--- config.mk ---
export PLATFORM = sky130hd
export DESIGN_NAME = pss_shift
export DESIGN_NICKNAME = d
export VERILOG_FILES = /design/src/design/pss_pkg.sv /design/src/design/pss_shift.sv /design/src/design/pss_sync.sv
export VERILOG_INCLUDE_DIRS = /design/src /design/src/design
export SDC_FILE = /design/constraint.sdc
export NUM_CORES = 1
export LEC_CHECK = 0
export ABC_AREA = 1
export BUFFER_PORTS_ARGS = -buffer_cell sky130_fd_sc_hd__buf_2
export CAP_MARGIN = 10
export CORE_UTILIZATION = 54
export CTS_BUF_LIST = sky130_fd_sc_hd__clkbuf_8
export DETAILED_ROUTE_END_ITERATION = 10
export PLACE_DENSITY_LB_ADDON = 0.3
export SLEW_MARGIN = 20
export SYNTH_ARGS = -nofsm -noshare
export SYNTH_HDL_FRONTEND = slang
export SYNTH_SLANG_ARGS = --single-unit
--- constraint.sdc ---
create_clock -name core_clk -period 2.7 [get_ports core_clk]
set_input_delay 0.54 -clock core_clk [delete_from_list [all_inputs] [get_ports core_clk]]
set_output_delay 0.54 -clock core_clk [all_outputs]
set_load 0.02 [all_outputs]
--- src/design/pss_map.svh ---
// pss_map.svh: constants of the parallel/serial shift register
// assumes: included by the package and the top module
`ifndef PSS_MAP_SVH
`define PSS_MAP_SVH
`define PSS_STAGES      8
`define PSS_STAGE_RESET 8'h00
`define PSS_SYNC_DEPTH  3
`endif

--- src/design/pss_pkg.sv ---
// pss_pkg.sv: types of the parallel/serial shift register
// assumes: pss_map.svh on the include path
`include "pss_map.svh"
package pss_pkg;
	typedef logic [`PSS_STAGES-1:0] pss_stage_t;
	// operation taken at one core clock edge
	typedef enum logic [2:0]
	{
		PSS_OP_HOLD  = 3'b001,
		PSS_OP_SHIFT = 3'b010,
		PSS_OP_FORCE = 3'b100
	} pss_op_e;
endpackage

--- src/design/pss_shift.sv ---
// pss_shift.sv: eight-stage parallel/serial shift register, top module
// assumes: control and data pins arrive asynchronously to core_clk;
// the shift clock pin is sampled and its rising edge detected
// limitation: clear and load act on the synchronised level, a few core
// clocks after the pin moves, not truly asynchronously
`timescale 1ns/1ps
`include "pss_map.svh"

// Contract
// - direction low: parallel pins driven with the stage contents
// - direction high: parallel pins are inputs, not driven
// - shift clock rise with clear/load high: serial input into stage one
// - same edge: stages two to eight take the previous stage
// - direction low, clear/load low: all stages cleared, clock ignored
// - direction high, clear/load low: stages copy the parallel pins
// - clear/load high, no shift edge: stages hold
// - registered serial output shows stage eight, holds when not updated
// - pin drivers enabled from direction select only
module pss_shift
	import pss_pkg::*;
(
	input  wire logic             core_clk,
	input  wire logic             rst_n,
	input  wire logic             direction_select,
	input  wire logic             clear_or_load_n,
	input  wire logic             shift_clock,
	input  wire logic             serial_in,
	input  wire logic [7:0]       parallel_pins_in,
	output logic      [7:0]       parallel_pins_out,
	output logic      [7:0]       parallel_pins_oe,
	output logic                  serial_out_registered,
	output logic                  serial_out_direct
);
	// ----------------------------------------------------------------
	// reset release and input synchronisation
	// ----------------------------------------------------------------
	logic        rst1_reg;
	logic        rst2_reg;
	logic [11:0] pins_sync;
	logic        dir_s;
	logic        clr_n_s;
	logic        sck_s;
	logic        sin_s;
	logic [7:0]  pin_s;
	logic        sck_prev_reg;
	pss_stage_t  stage_reg;
	pss_stage_t  stage_next;
	pss_stage_t  force_value;
	pss_op_e     op;
	wire logic   sck_rise;

	// reset copy released through two flops
	always_ff @(posedge core_clk or negedge rst_n)
	begin
		if (!rst_n)
		begin
			rst1_reg <= 1'b0;
			rst2_reg <= 1'b0;
		end
		else
		begin
			rst1_reg <= 1'b1;
			rst2_reg <= rst1_reg;
		end
	end

	// every control and data pin passes the three-flop filter; the shift clock
	// edge is detected only on the filtered level, so glitches cannot shift
	pss_sync #(
		.W (12)
	) u_sync (
		.clk      (core_clk),
		.rst_n    (rst2_reg),
		.async_in ({direction_select, clear_or_load_n, shift_clock, serial_in,
		            parallel_pins_in}),
		.sync_out (pins_sync)
	);

	assign {dir_s, clr_n_s, sck_s, sin_s, pin_s} = pins_sync;

	// ----------------------------------------------------------------
	// operation decode
	// ----------------------------------------------------------------
	function automatic pss_op_e pss_decode(input logic clr_n, input logic rise);
		pss_op_e r;
		r = PSS_OP_HOLD;
		if (!clr_n)
			r = PSS_OP_FORCE;
		else if (rise)
			r = PSS_OP_SHIFT;
		return r;
	endfunction

	assign sck_rise = sck_s & ~sck_prev_reg;
	assign op       = pss_decode(clr_n_s, sck_rise);

	// value forced while clear/load is low: the pins in input mode, zero otherwise
	assign force_value = dir_s ? pin_s : `PSS_STAGE_RESET;

	// next stage contents; stage_reg[0] is stage one
	always_comb
	begin
		case (op)
			PSS_OP_FORCE: stage_next = force_value;
			PSS_OP_SHIFT: stage_next = {stage_reg[6:0], sin_s};
			PSS_OP_HOLD:  stage_next = stage_reg;
			default:      stage_next = stage_reg;
		endcase
	end

	// ----------------------------------------------------------------
	// stage register and outputs
	// ----------------------------------------------------------------
	// previous filtered shift clock level, for rising edge detection
	always_ff @(posedge core_clk or negedge rst2_reg)
	begin
		if (!rst2_reg)
			sck_prev_reg <= 1'b0;
		else
			sck_prev_reg <= sck_s;
	end

	// stages and their copies on the pins
	always_ff @(posedge core_clk or negedge rst2_reg)
	begin
		if (!rst2_reg)
		begin
			stage_reg             <= `PSS_STAGE_RESET;
			parallel_pins_out     <= `PSS_STAGE_RESET;
			parallel_pins_oe      <= 8'h00;
			serial_out_registered <= 1'b0;
			serial_out_direct     <= 1'b0;
		end
		else
		begin
			stage_reg             <= stage_next;
			parallel_pins_out     <= stage_next;
			parallel_pins_oe      <= {8{~dir_s}};
			serial_out_registered <= stage_next[`PSS_STAGES-1];
			serial_out_direct     <= stage_next[`PSS_STAGES-1];
		end
	end
endmodule

--- src/design/pss_sync.sv ---
// pss_sync.sv: three-flop input synchroniser with agreement filter
// assumes: one clock domain, active-low async reset
`timescale 1ns/1ps
module pss_sync
	import pss_pkg::*;
#(
	parameter int W = 1
)
(
	input  wire logic         clk,
	input  wire logic         rst_n,
	input  wire logic [W-1:0] async_in,
	output logic      [W-1:0] sync_out
);
	logic [W-1:0] s1_reg;
	logic [W-1:0] s2_reg;
	logic [W-1:0] s3_reg;
	logic [W-1:0] sync_next;

	// each bit changes only when its stages two and three agree, so a pin that
	// keeps moving cannot hold back the other bits
	assign sync_next = (~(s2_reg ^ s3_reg) & s3_reg) | ((s2_reg ^ s3_reg) & sync_out);

	// ----------------------------------------------------------------
	// synchroniser chain
	// ----------------------------------------------------------------
	always_ff @(posedge clk or negedge rst_n)
	begin
		if (!rst_n)
		begin
			s1_reg   <= '0;
			s2_reg   <= '0;
			s3_reg   <= '0;
			sync_out <= '0;
		end
		else
		begin
			s1_reg   <= async_in;
			s2_reg   <= s1_reg;
			s3_reg   <= s2_reg;
			sync_out <= sync_next;
		end
	end
endmodule

-- After elaboration in Yosys (flattened, before gate mapping)
Index checks and enable logic that the tools add are counted.
- register bits after elaboration: 60
- input port bits: 14
- output and inout bits: 18
- word-level logic and storage cells: 25
- eq/ne operators: 2
- mux-type cells: 4
- bitwise gates (word level): 8
- reductions and logical operators: 1
- operators by type and width (kind ; number):
    12-bit bitwise AND ; 2
    8-bit one-hot mux with 2 select lines ; 1
    12-bit inverter ; 1
    12-bit OR ; 1
    12-bit XOR ; 1
    8-bit 2-to-1 mux ; 1
    3-bit by 2-bit equality test with 1-bit output (second input constant) ; 1
    3-bit equality test (second input constant) ; 1
    3-bit 2-to-1 mux ; 1
    2-bit 2-to-1 mux ; 1
    1-bit inverter ; 2
    2-bit nonzero test ; 1
    1-bit bitwise AND ; 1

-- Depth between registers and ports, before layout
Gate-level depths: netlist (run 1).
- depth in word-level cells: 6
- mapped depth: 4
- depth with buffers taken out: 4

-- By module
Synthesis (run 1) repeated with hierarchy kept, for this count alone.
- cell total of the unflattened synthesis: 157
- area, all modules: 1988.2 µm²
- by module, submodules not included (module ; instances ; cells an instance ; area each (µm²)):
    pss_sync ; 1 ; 96 ; 1396.3
    pss_shift ; 1 ; 61 ; 591.8

-- Least setup slack after synthesis (run 1)
Ideal clock, no wire load.
- path kind: register to output
- start: register parallel_pins_oe[0] (netlist name)
- end: output port parallel_pins_oe[1]
- arrival time: 0.721 ns
- slack: 1.439 ns
- stages on the path, launching flop included: 2
- buffers on the path: 1
- cells stage by stage: dfrtp_1 > buf_4
- RTL lines (what ; line ; source):
    end: declaration ; pss_shift.sv:30 ; output logic [7:0] parallel_pins_oe,
No word-level cell between the ends.

-- Worst setup path after layout (run 1)
- start: register parallel_pins_oe[0] (netlist name)
- end: output port parallel_pins_oe[1]
No word-level cell between the ends.

==> results of run 1 <==
## final timing paths
kind,from,end,slack [ns],cells after the start
max in group asynchronous,rst2_reg$_DFF_PN0_,u_sync.s3_reg[4]$_DFF_PN0_,1.73,1
min in group asynchronous,rst2_reg$_DFF_PN0_,u_sync.s2_reg[0]$_DFF_PN0_,0.34,0
max,parallel_pins_oe[0]$_DFF_PN0_,parallel_pins_oe[1],1.24,1
min,parallel_pins_in[0],u_sync.s1_reg[0]$_DFF_PN0_,0.33,1
max reg2reg,flop,parallel_pins_out[7]$_DFFE_PN0P_,1.54,3
min reg2reg,rst2_reg$_DFF_PN0_,u_sync.s2_reg[0]$_DFF_PN0_,0.34,0
## layout make-up
class                           instances  share of cell area (%)
Multi-Input combinational cell         71                    15.4
Sequential cell                        60                    67.4
Clock inverter                          4                   0.673
Tap cell                               46                    2.58
Clock buffer                            9                    5.56
Inverter                                2                   0.337
Timing Repair Buffer                   34                    8.08
## where the power goes
part	leakage [uW]	switching [uW]	internal [uW]	total [uW]
Combinational	0.000304	106	61.1	167
Sequential	0.000715	68.9	971	1040
Clock	0.0000860	272	303	574
Total	0.00111	447	1330	1780
## layer usage
layer,vias up,routed length (microns),part of all wire (%)
li1,535,-,-
met1,544,1150,44
met2,34,1260,48
met3,5,167,6.4
met4,0,46,1.8
met5,-,0,0
## repair_timing
item                                   in CTS  in global routing
resized for setup                           0                  0
endpoints found under the hold margin       2                  0
setup endpoints to repair                   0                  0
hold buffers                                1                  0
buffers inserted                            0                  0
## per-stage QoR
step / std cells / setup slack, ns / hold slack, ns / util [%]
after floorplan: 145 / 0.906 / 0.244 / -
after global placement: 212 / 1.59 / 0.325 / 61.4
after detailed placement: 212 / 1.56 / 0.327 / 61.4
after CTS: 226 / 1.22 / 0.311 / 65.8
after global routing: 226 / 1.18 / 0.302 / 65.8
final: 226 / 1.24 / 0.326 / 65.8
## kinds of logic after synthesis
logic type,Yosys count
buf+inv,14
compound gates,12
simple gates,58
flops,60
other cells,1
## placed cells by master (no fill, tap or decap)
cell           netlist  routed
dfrtp_2              0       1
nor2_4               1       1
nor2_1              23      23
clkbuf_8             0       9
nand3_1             15      15
a21oi_1             12      12
buf_4               10       2
dlygate4sd3_1        0       1
dfrtp_1             60      59
nand2_2              1       1
buf_2                0      31
conb_1               1       1
inv_1                0       4
nand3_2              1       1
nand4_2              1       1
inv_2                2       2
nand2_1              9       9
nand4_1              7       7
==> flow_results.xml, run 1 <==
<?xml version="1.0" encoding="UTF-8"?>
<metrics>
  <group name="run_status">
    <metric name="outcome" unit="">finished, final reports clean</metric>
  </group>
  <group name="finish">
    <metric name="register_area" unit="sq um">1500</metric>
    <metric name="area_growth_syn_to_layout" unit="%">14.2</metric>
    <metric name="final_net_count" unit="">192</metric>
    <metric name="post_route_cells_drive_above_1_share" unit="%">27.2</metric>
    <metric name="multi_input_area" unit="sq um">343</metric>
    <metric name="final_area" unit="sq um">2230</metric>
    <metric name="antennaDiodeCount" unit="">0</metric>
    <metric name="fillCellCount" unit="">272</metric>
  </group>
  <group name="sta">
    <metric name="setup_tns" unit="ns">0</metric>
    <metric name="clock_skew_after_layout" unit="ns">0.00538</metric>
    <metric name="fmax" unit="MHz">686</metric>
    <metric name="rsz0062_at_grt" unit="">no</metric>
    <metric name="maxSlewViolCount" unit="">0</metric>
    <metric name="tightestPinTransition" unit="ns">0.745</metric>
    <metric name="count_of_final_setup_violators" unit="">0</metric>
    <metric name="finalHoldViolCount" unit="">0</metric>
    <metric name="layout_min_cycle_time" unit="ns">1.46</metric>
    <metric name="share_of_the_cycle_needed_by_the_critical_path_after_routing" unit="%">54.0</metric>
    <metric name="timing.slew.headroom" unit="%">50.3</metric>
  </group>
  <group name="yosys">
    <metric name="synth_top_family_by_area" unit="">simple AND/OR/NAND/NOR gates</metric>
    <metric name="netlist.top_cell.by_area" unit="">dfrtp_1</metric>
    <metric name="postSynthRegisterBits" unit="">60</metric>
    <metric name="synth.mux.area_fraction" unit="%">0</metric>
    <metric name="post_synth_main_area_contributors" unit="">dfrtp_1 77%, nor2_1 4.4%, buf_4 3.8%</metric>
    <metric name="mappedNetlistNets" unit="">159</metric>
    <metric name="syn_inst" unit="">145</metric>
    <metric name="syn_area" unit="sq um">1950</metric>
    <metric name="synth_warnings" unit="">0</metric>
    <metric name="netlist_top_cells_count" unit="">60 x dfrtp_1, 23 x nor2_1, 15 x nand3_1, 12 x a21oi_1, 10 x buf_4</metric>
    <metric name="yosysTopAreaCellShare" unit="%">76.9</metric>
    <metric name="synth-compound-area-share" unit="%">3.07</metric>
    <metric name="async_reset_ff_share" unit="%">100</metric>
    <metric name="syn_area_per_cell" unit="sq um">13.5</metric>
    <metric name="synthAdderAreaFrac" unit="%">0</metric>
    <metric name="yosysMostFrequentCell" unit="">dfrtp_1</metric>
    <metric name="yosys.cell_types.count" unit="">15</metric>
    <metric name="synth_edf_count" unit="">0</metric>
    <metric name="synthSimpleGateAreaFrac" unit="%">14.3</metric>
    <metric name="synth_xor_area_share" unit="%">0</metric>
    <metric name="synthFlopType" unit="">dfrtp_1</metric>
    <metric name="synth-seq-area-share" unit="%">76.9</metric>
  </group>
  <group name="die">
    <metric name="dieHeight" unit="microns">62.1</metric>
    <metric name="placeableCoreArea" unit="sq um">3390</metric>
    <metric name="std_cell_rows" unit="">21</metric>
    <metric name="io_pins" unit="">32</metric>
    <metric name="floorplan.initialDensity" unit="%">57.6</metric>
    <metric name="dieWidth" unit="microns">62.1</metric>
    <metric name="die-area" unit="sq um">3860</metric>
  </group>
  <group name="clock_tree">
    <metric name="cts_max_path_buffers" unit="">2</metric>
    <metric name="cts_tree" unit="">done</metric>
    <metric name="clock_insertion_delay_worst_skew" unit="ns">0.32</metric>
    <metric name="cts_sink_cnt" unit="">60</metric>
    <metric name="clkSlewWorstSetupHoldPaths" unit="ns">0.05</metric>
    <metric name="cts_htree_levels" unit="">3</metric>
    <metric name="root_buffer" unit="">clkbuf_8</metric>
    <metric name="cts_made_buffers" unit="">9</metric>
  </group>
  <group name="grt">
    <metric name="initial_antenna_violation_count" unit="">0</metric>
    <metric name="grt_overflow_total" unit="">0</metric>
    <metric name="busiest_layer" unit="">met2</metric>
    <metric name="groute.layer.met1.usage" unit="%">20.3</metric>
    <metric name="grt_pass1_vias" unit="">1059</metric>
    <metric name="globalRouteMet2Util" unit="%">24.3</metric>
    <metric name="grt.total_usage" unit="%">16.7</metric>
    <metric name="grt_start_max_net_pins" unit="">39</metric>
    <metric name="grt_first_pass_wirelength" unit="microns">4610</metric>
    <metric name="gr-usage-met3" unit="%">9.19</metric>
  </group>
  <group name="route">
    <metric name="dr.first_iter.drc_count" unit="">31</metric>
    <metric name="dr.pass1.iters" unit="">4</metric>
    <metric name="drt.antenna.violating_nets" unit="">0</metric>
    <metric name="post_drt_via_cell_ratio" unit="">4.95</metric>
    <metric name="wl_per_cell" unit="microns">11.6</metric>
    <metric name="drt_wl_total" unit="microns">2620</metric>
    <metric name="drt_drc_violations_left" unit="">0</metric>
    <metric name="route.vias.total" unit="">1118</metric>
  </group>
  <group name="pwr">
    <metric name="power-per-cell-area" unit="nW/um^2">799</metric>
    <metric name="design_power_total" unit="uW">1780</metric>
    <metric name="vdd.ir_drop.worst" unit="mV">0.599</metric>
    <metric name="power.leakage" unit="uW">0.00111</metric>
  </group>
  <group name="placed_design">
    <metric name="place_area" unit="sq um">2080</metric>
    <metric name="place.detailed.hpwl" unit="microns">1850</metric>
    <metric name="io_buffers" unit="">31</metric>
    <metric name="globalplace.congestion" unit="">0.783</metric>
  </group>
  <group name="setup_path">
    <metric name="data_arrival_time_of_the_critical_path" unit="ns">0.92</metric>
    <metric name="crit_chain" unit="">buf_2</metric>
    <metric name="crit_path_start_kind" unit="">flop</metric>
    <metric name="worst-path-max-fanout" unit="">8</metric>
    <metric name="critical_path_class" unit="">flop to primary output</metric>
    <metric name="worstPathBufferInverterCount" unit="">1</metric>
    <metric name="slowest_delay" unit="ns">0.41</metric>
    <metric name="critPathSlowestCell" unit="">dfrtp_1</metric>
    <metric name="worst_path_dominant_cell_family" unit="">flip-flops</metric>
    <metric name="endpoint_kind" unit="">primary output</metric>
    <metric name="timing.critical_path.required" unit="ns">2.16</metric>
  </group>
  <group name="hold_path">
    <metric name="hold_path_class" unit="">input port to flop</metric>
  </group>
  <group name="job">
    <metric name="maxCapViolCount" unit="">0</metric>
  </group>
</metrics>
Note: power is estimated with default switching activity, not from simulation.
==> run 2, diff against run 1 <==
==> constraint.sdc (replaced) <==
create_clock -name core_clk -period 1.4 [get_ports core_clk]
set_input_delay 0.28 -clock core_clk [delete_from_list [all_inputs] [get_ports core_clk]]
set_output_delay 0.28 -clock core_clk [all_outputs]
set_load 0.02 [all_outputs]
==> run 2 against run 1 <==
Against the previous run:
- final cell count increased by 0.44%
- sequential share of layout area shrank 1.6 points
- clock skew down 0.0022 ns
- worst setup slack worse by 1.0 ns
- total power up 110%
- first-iteration DRC count rose by 120%
- register-to-register slack worse by 1.3 ns
- clock power grew 140%
- highest routed layer unchanged
==> flow_results.xml, run 2 (synthesis gave the netlist of run 1 again) <==
<?xml version="1.0" encoding="UTF-8"?>
<metrics>
  <group name="run_status">
    <metric name="outcome" unit="">finished, final reports clean</metric>
  </group>
  <group name="sta">
    <metric name="finalHoldViolCount" unit="">0</metric>
    <metric name="layout_min_cycle_time" unit="ns">1.21</metric>
    <metric name="maxSlewViolCount" unit="">0</metric>
    <metric name="count_of_final_setup_violators" unit="">0</metric>
    <metric name="tightestPinTransition" unit="ns">0.592</metric>
    <metric name="timing.slew.headroom" unit="%">60.5</metric>
    <metric name="fmax" unit="MHz">828</metric>
    <metric name="rsz0062_at_grt" unit="">no</metric>
    <metric name="fin_hold_ws" unit="ns">0.0577</metric>
    <metric name="clock_skew_after_layout" unit="ns">0.00318</metric>
    <metric name="share_of_the_cycle_needed_by_the_critical_path_after_routing" unit="%">86.3</metric>
    <metric name="setup_tns" unit="ns">0</metric>
  </group>
  <group name="route">
    <metric name="detailroute.wirelength.met3" unit="microns">177</metric>
    <metric name="wire_length_the_detailed_router_placed_on_met1" unit="microns">1260</metric>
    <metric name="drt_drc_violations_left" unit="">0</metric>
    <metric name="highest-signal-layer" unit="">met4</metric>
    <metric name="post_drt_via_cell_ratio" unit="">4.92</metric>
    <metric name="drt.antenna.violating_nets" unit="">0</metric>
    <metric name="dr.pass1.iters" unit="">4</metric>
    <metric name="dr.first_iter.drc_count" unit="">67</metric>
    <metric name="dr_wl_met2" unit="microns">1270</metric>
    <metric name="wl_per_cell" unit="microns">12.3</metric>
    <metric name="drt_wl_total" unit="microns">2800</metric>
    <metric name="route.vias.total" unit="">1116</metric>
  </group>
  <group name="finish">
    <metric name="final_net_count" unit="">191</metric>
    <metric name="layout_commonest_cell" unit="">dfrtp_1</metric>
    <metric name="fillCellCount" unit="">241</metric>
    <metric name="post_route_cells_drive_above_1_share" unit="%">29.3</metric>
    <metric name="antennaDiodeCount" unit="">0</metric>
    <metric name="most-common-layout-cells" unit="">59 x dfrtp_1, 31 x buf_2, 23 x nor2_1</metric>
    <metric name="final_area" unit="sq um">2280</metric>
    <metric name="area_growth_syn_to_layout" unit="%">16.9</metric>
  </group>
  <group name="grt">
    <metric name="grt.total_usage" unit="%">17.4</metric>
    <metric name="grt_first_pass_wirelength" unit="microns">4740</metric>
    <metric name="grt_pass1_vias" unit="">1066</metric>
    <metric name="initial_antenna_violation_count" unit="">0</metric>
    <metric name="grt_start_max_net_pins" unit="">59</metric>
    <metric name="grt_overflow_total" unit="">0</metric>
  </group>
  <group name="clock_tree">
    <metric name="cts_made_buffers" unit="">9</metric>
    <metric name="cts_max_path_buffers" unit="">2</metric>
    <metric name="clkSlewWorstSetupHoldPaths" unit="ns">0.06</metric>
    <metric name="cts.repair_timing.setup_buffer_count" unit="">0</metric>
    <metric name="cts_sink_cnt" unit="">60</metric>
    <metric name="root_buffer" unit="">clkbuf_8</metric>
    <metric name="cts_tree" unit="">done</metric>
    <metric name="cts_htree_levels" unit="">3</metric>
    <metric name="clock_insertion_delay_worst_skew" unit="ns">0.32</metric>
  </group>
  <group name="pwr">
    <metric name="vdd.ir_drop.worst" unit="mV">0.988</metric>
    <metric name="power.net_switching" unit="uW">921</metric>
    <metric name="internal-power" unit="uW">2810</metric>
    <metric name="power.share.combinational" unit="%">9.3</metric>
    <metric name="power.sequential.fraction" unit="%">53.4</metric>
    <metric name="power.leakage" unit="uW">0.00112</metric>
    <metric name="power-per-cell-area" unit="nW/um^2">1630</metric>
    <metric name="share_clk_of_total_power" unit="%">37.4</metric>
    <metric name="sw_frac_of_total" unit="%">24.7</metric>
  </group>
  <group name="die">
    <metric name="io_pins" unit="">32</metric>
    <metric name="die-area" unit="sq um">3860</metric>
    <metric name="placeableCoreArea" unit="sq um">3390</metric>
    <metric name="floorplan.initialDensity" unit="%">57.6</metric>
    <metric name="dieWidth" unit="microns">62.1</metric>
    <metric name="std_cell_rows" unit="">21</metric>
    <metric name="dieHeight" unit="microns">62.1</metric>
  </group>
  <group name="placed_design">
    <metric name="globalplace.congestion" unit="">0.784</metric>
    <metric name="io_buffers" unit="">31</metric>
    <metric name="place_area" unit="sq um">2090</metric>
    <metric name="place.detailed.hpwl" unit="microns">1830</metric>
  </group>
  <group name="job">
    <metric name="maxCapViolCount" unit="">0</metric>
  </group>
  <group name="setup_path">
    <metric name="worstPathBufferInverterCount" unit="">1</metric>
    <metric name="slowest_delay" unit="ns">0.41</metric>
    <metric name="critical_path_class" unit="">flop to primary output</metric>
    <metric name="worst-path-max-fanout" unit="">8</metric>
    <metric name="data_arrival_time_of_the_critical_path" unit="ns">0.93</metric>
    <metric name="critPathSlowestCell" unit="">dfrtp_1</metric>
    <metric name="crit_chain" unit="">buf_2</metric>
    <metric name="worst_path_dominant_cell_family" unit="">flip-flops</metric>
    <metric name="timing.critical_path.required" unit="ns">1.12</metric>
    <metric name="crit_path_start_kind" unit="">flop</metric>
    <metric name="endpoint_kind" unit="">primary output</metric>
  </group>
  <group name="hold_path">
    <metric name="hold_path_class" unit="">input port to flop</metric>
  </group>
</metrics>
run 2: changes by cell type in the layout (fill, tap and decap cells not counted), sizes merged:
cell    before  now
clkinv       0    1
clkbuf       9   13
buf         33   32
inv          6    3
run 2: through the flow:
| stage | instances | worst slack (ns) | util [%] | power [uW] |
|---|---|---|---|---|
| 3_5_place_dp | 211 | 0.264 | 61.5 | 2370 |
| 2_1_floorplan | 145 | 0.367 | - | 2280 |
| 6_report | 227 | 0.192 | 67.4 | 3730 |
| 3_3_place_gp | 211 | 0.353 | 61.5 | 2340 |
| 4_1_cts | 227 | 0.157 | 67.4 | 3780 |
| 5_1_grt | 227 | 0.129 | 67.4 | 3900 |
run 2: final cells by class:
cell class / count / area, sq um / area share [%]
multi-input cells: 71 / 343 / 15.0
clock inverters: 2 / 8.76 / 0.384
flip-flops and latches: 60 / 1500 / 65.8
clock buffers: 13 / 179 / 7.84
repair buffers: 33 / 185 / 8.11
inverters: 2 / 7.51 / 0.329
well taps: 46 / 57.6 / 2.52
run 2: per-layer routing:
metal / up-vias / GRT usage (%)
met1: 517 / 20.9
met3: 14 / 8.09
met2: 46 / 23.8
li1: 539 / -
met4: 0 / 14.8
met5: - / 0
run 2: worst paths after layout:
| check | start | to | slack (ns) | depth (start not counted) |
|---|---|---|---|---|
| setup / recovery | parallel_pins_oe[0]$_DFF_PN0_ | parallel_pins_oe[2] | 0.19 | 1 |
| hold / removal | clear_or_load_n | u_sync.s1_reg[10]$_DFF_PN0_ | 0.06 | 1 |
| setup reg to reg | flop | parallel_pins_out[0]$_DFFE_PN0P_ | 0.23 | 3 |
| hold reg to reg | rst2_reg$_DFF_PN0_ | u_sync.s1_reg[0]$_DFF_PN0_ | 0.26 | 1 |
| max in group asynchronous | rst2_reg$_DFF_PN0_ | u_sync.s2_reg[6]$_DFF_PN0_ | 0.90 | 1 |
| min in group asynchronous | rst2_reg$_DFF_PN0_ | u_sync.s1_reg[0]$_DFF_PN0_ | 0.26 | 1 |
run 2: power by group through the flow:
stage	clock (uW)	combinational (uW)	sequential, uW
2_1_floorplan	0	234	2050
3_3_place_gp	0	334	2010
3_5_place_dp	0	347	2020
4_1_cts	1440	350	1990
5_1_grt	1510	381	2010
6_report	1390	346	1990
run 2: what timing repair did:
action	in CTS	in global routing
hold endpoints to repair	2	0
hold buffers	1	0
resized for setup	0	0
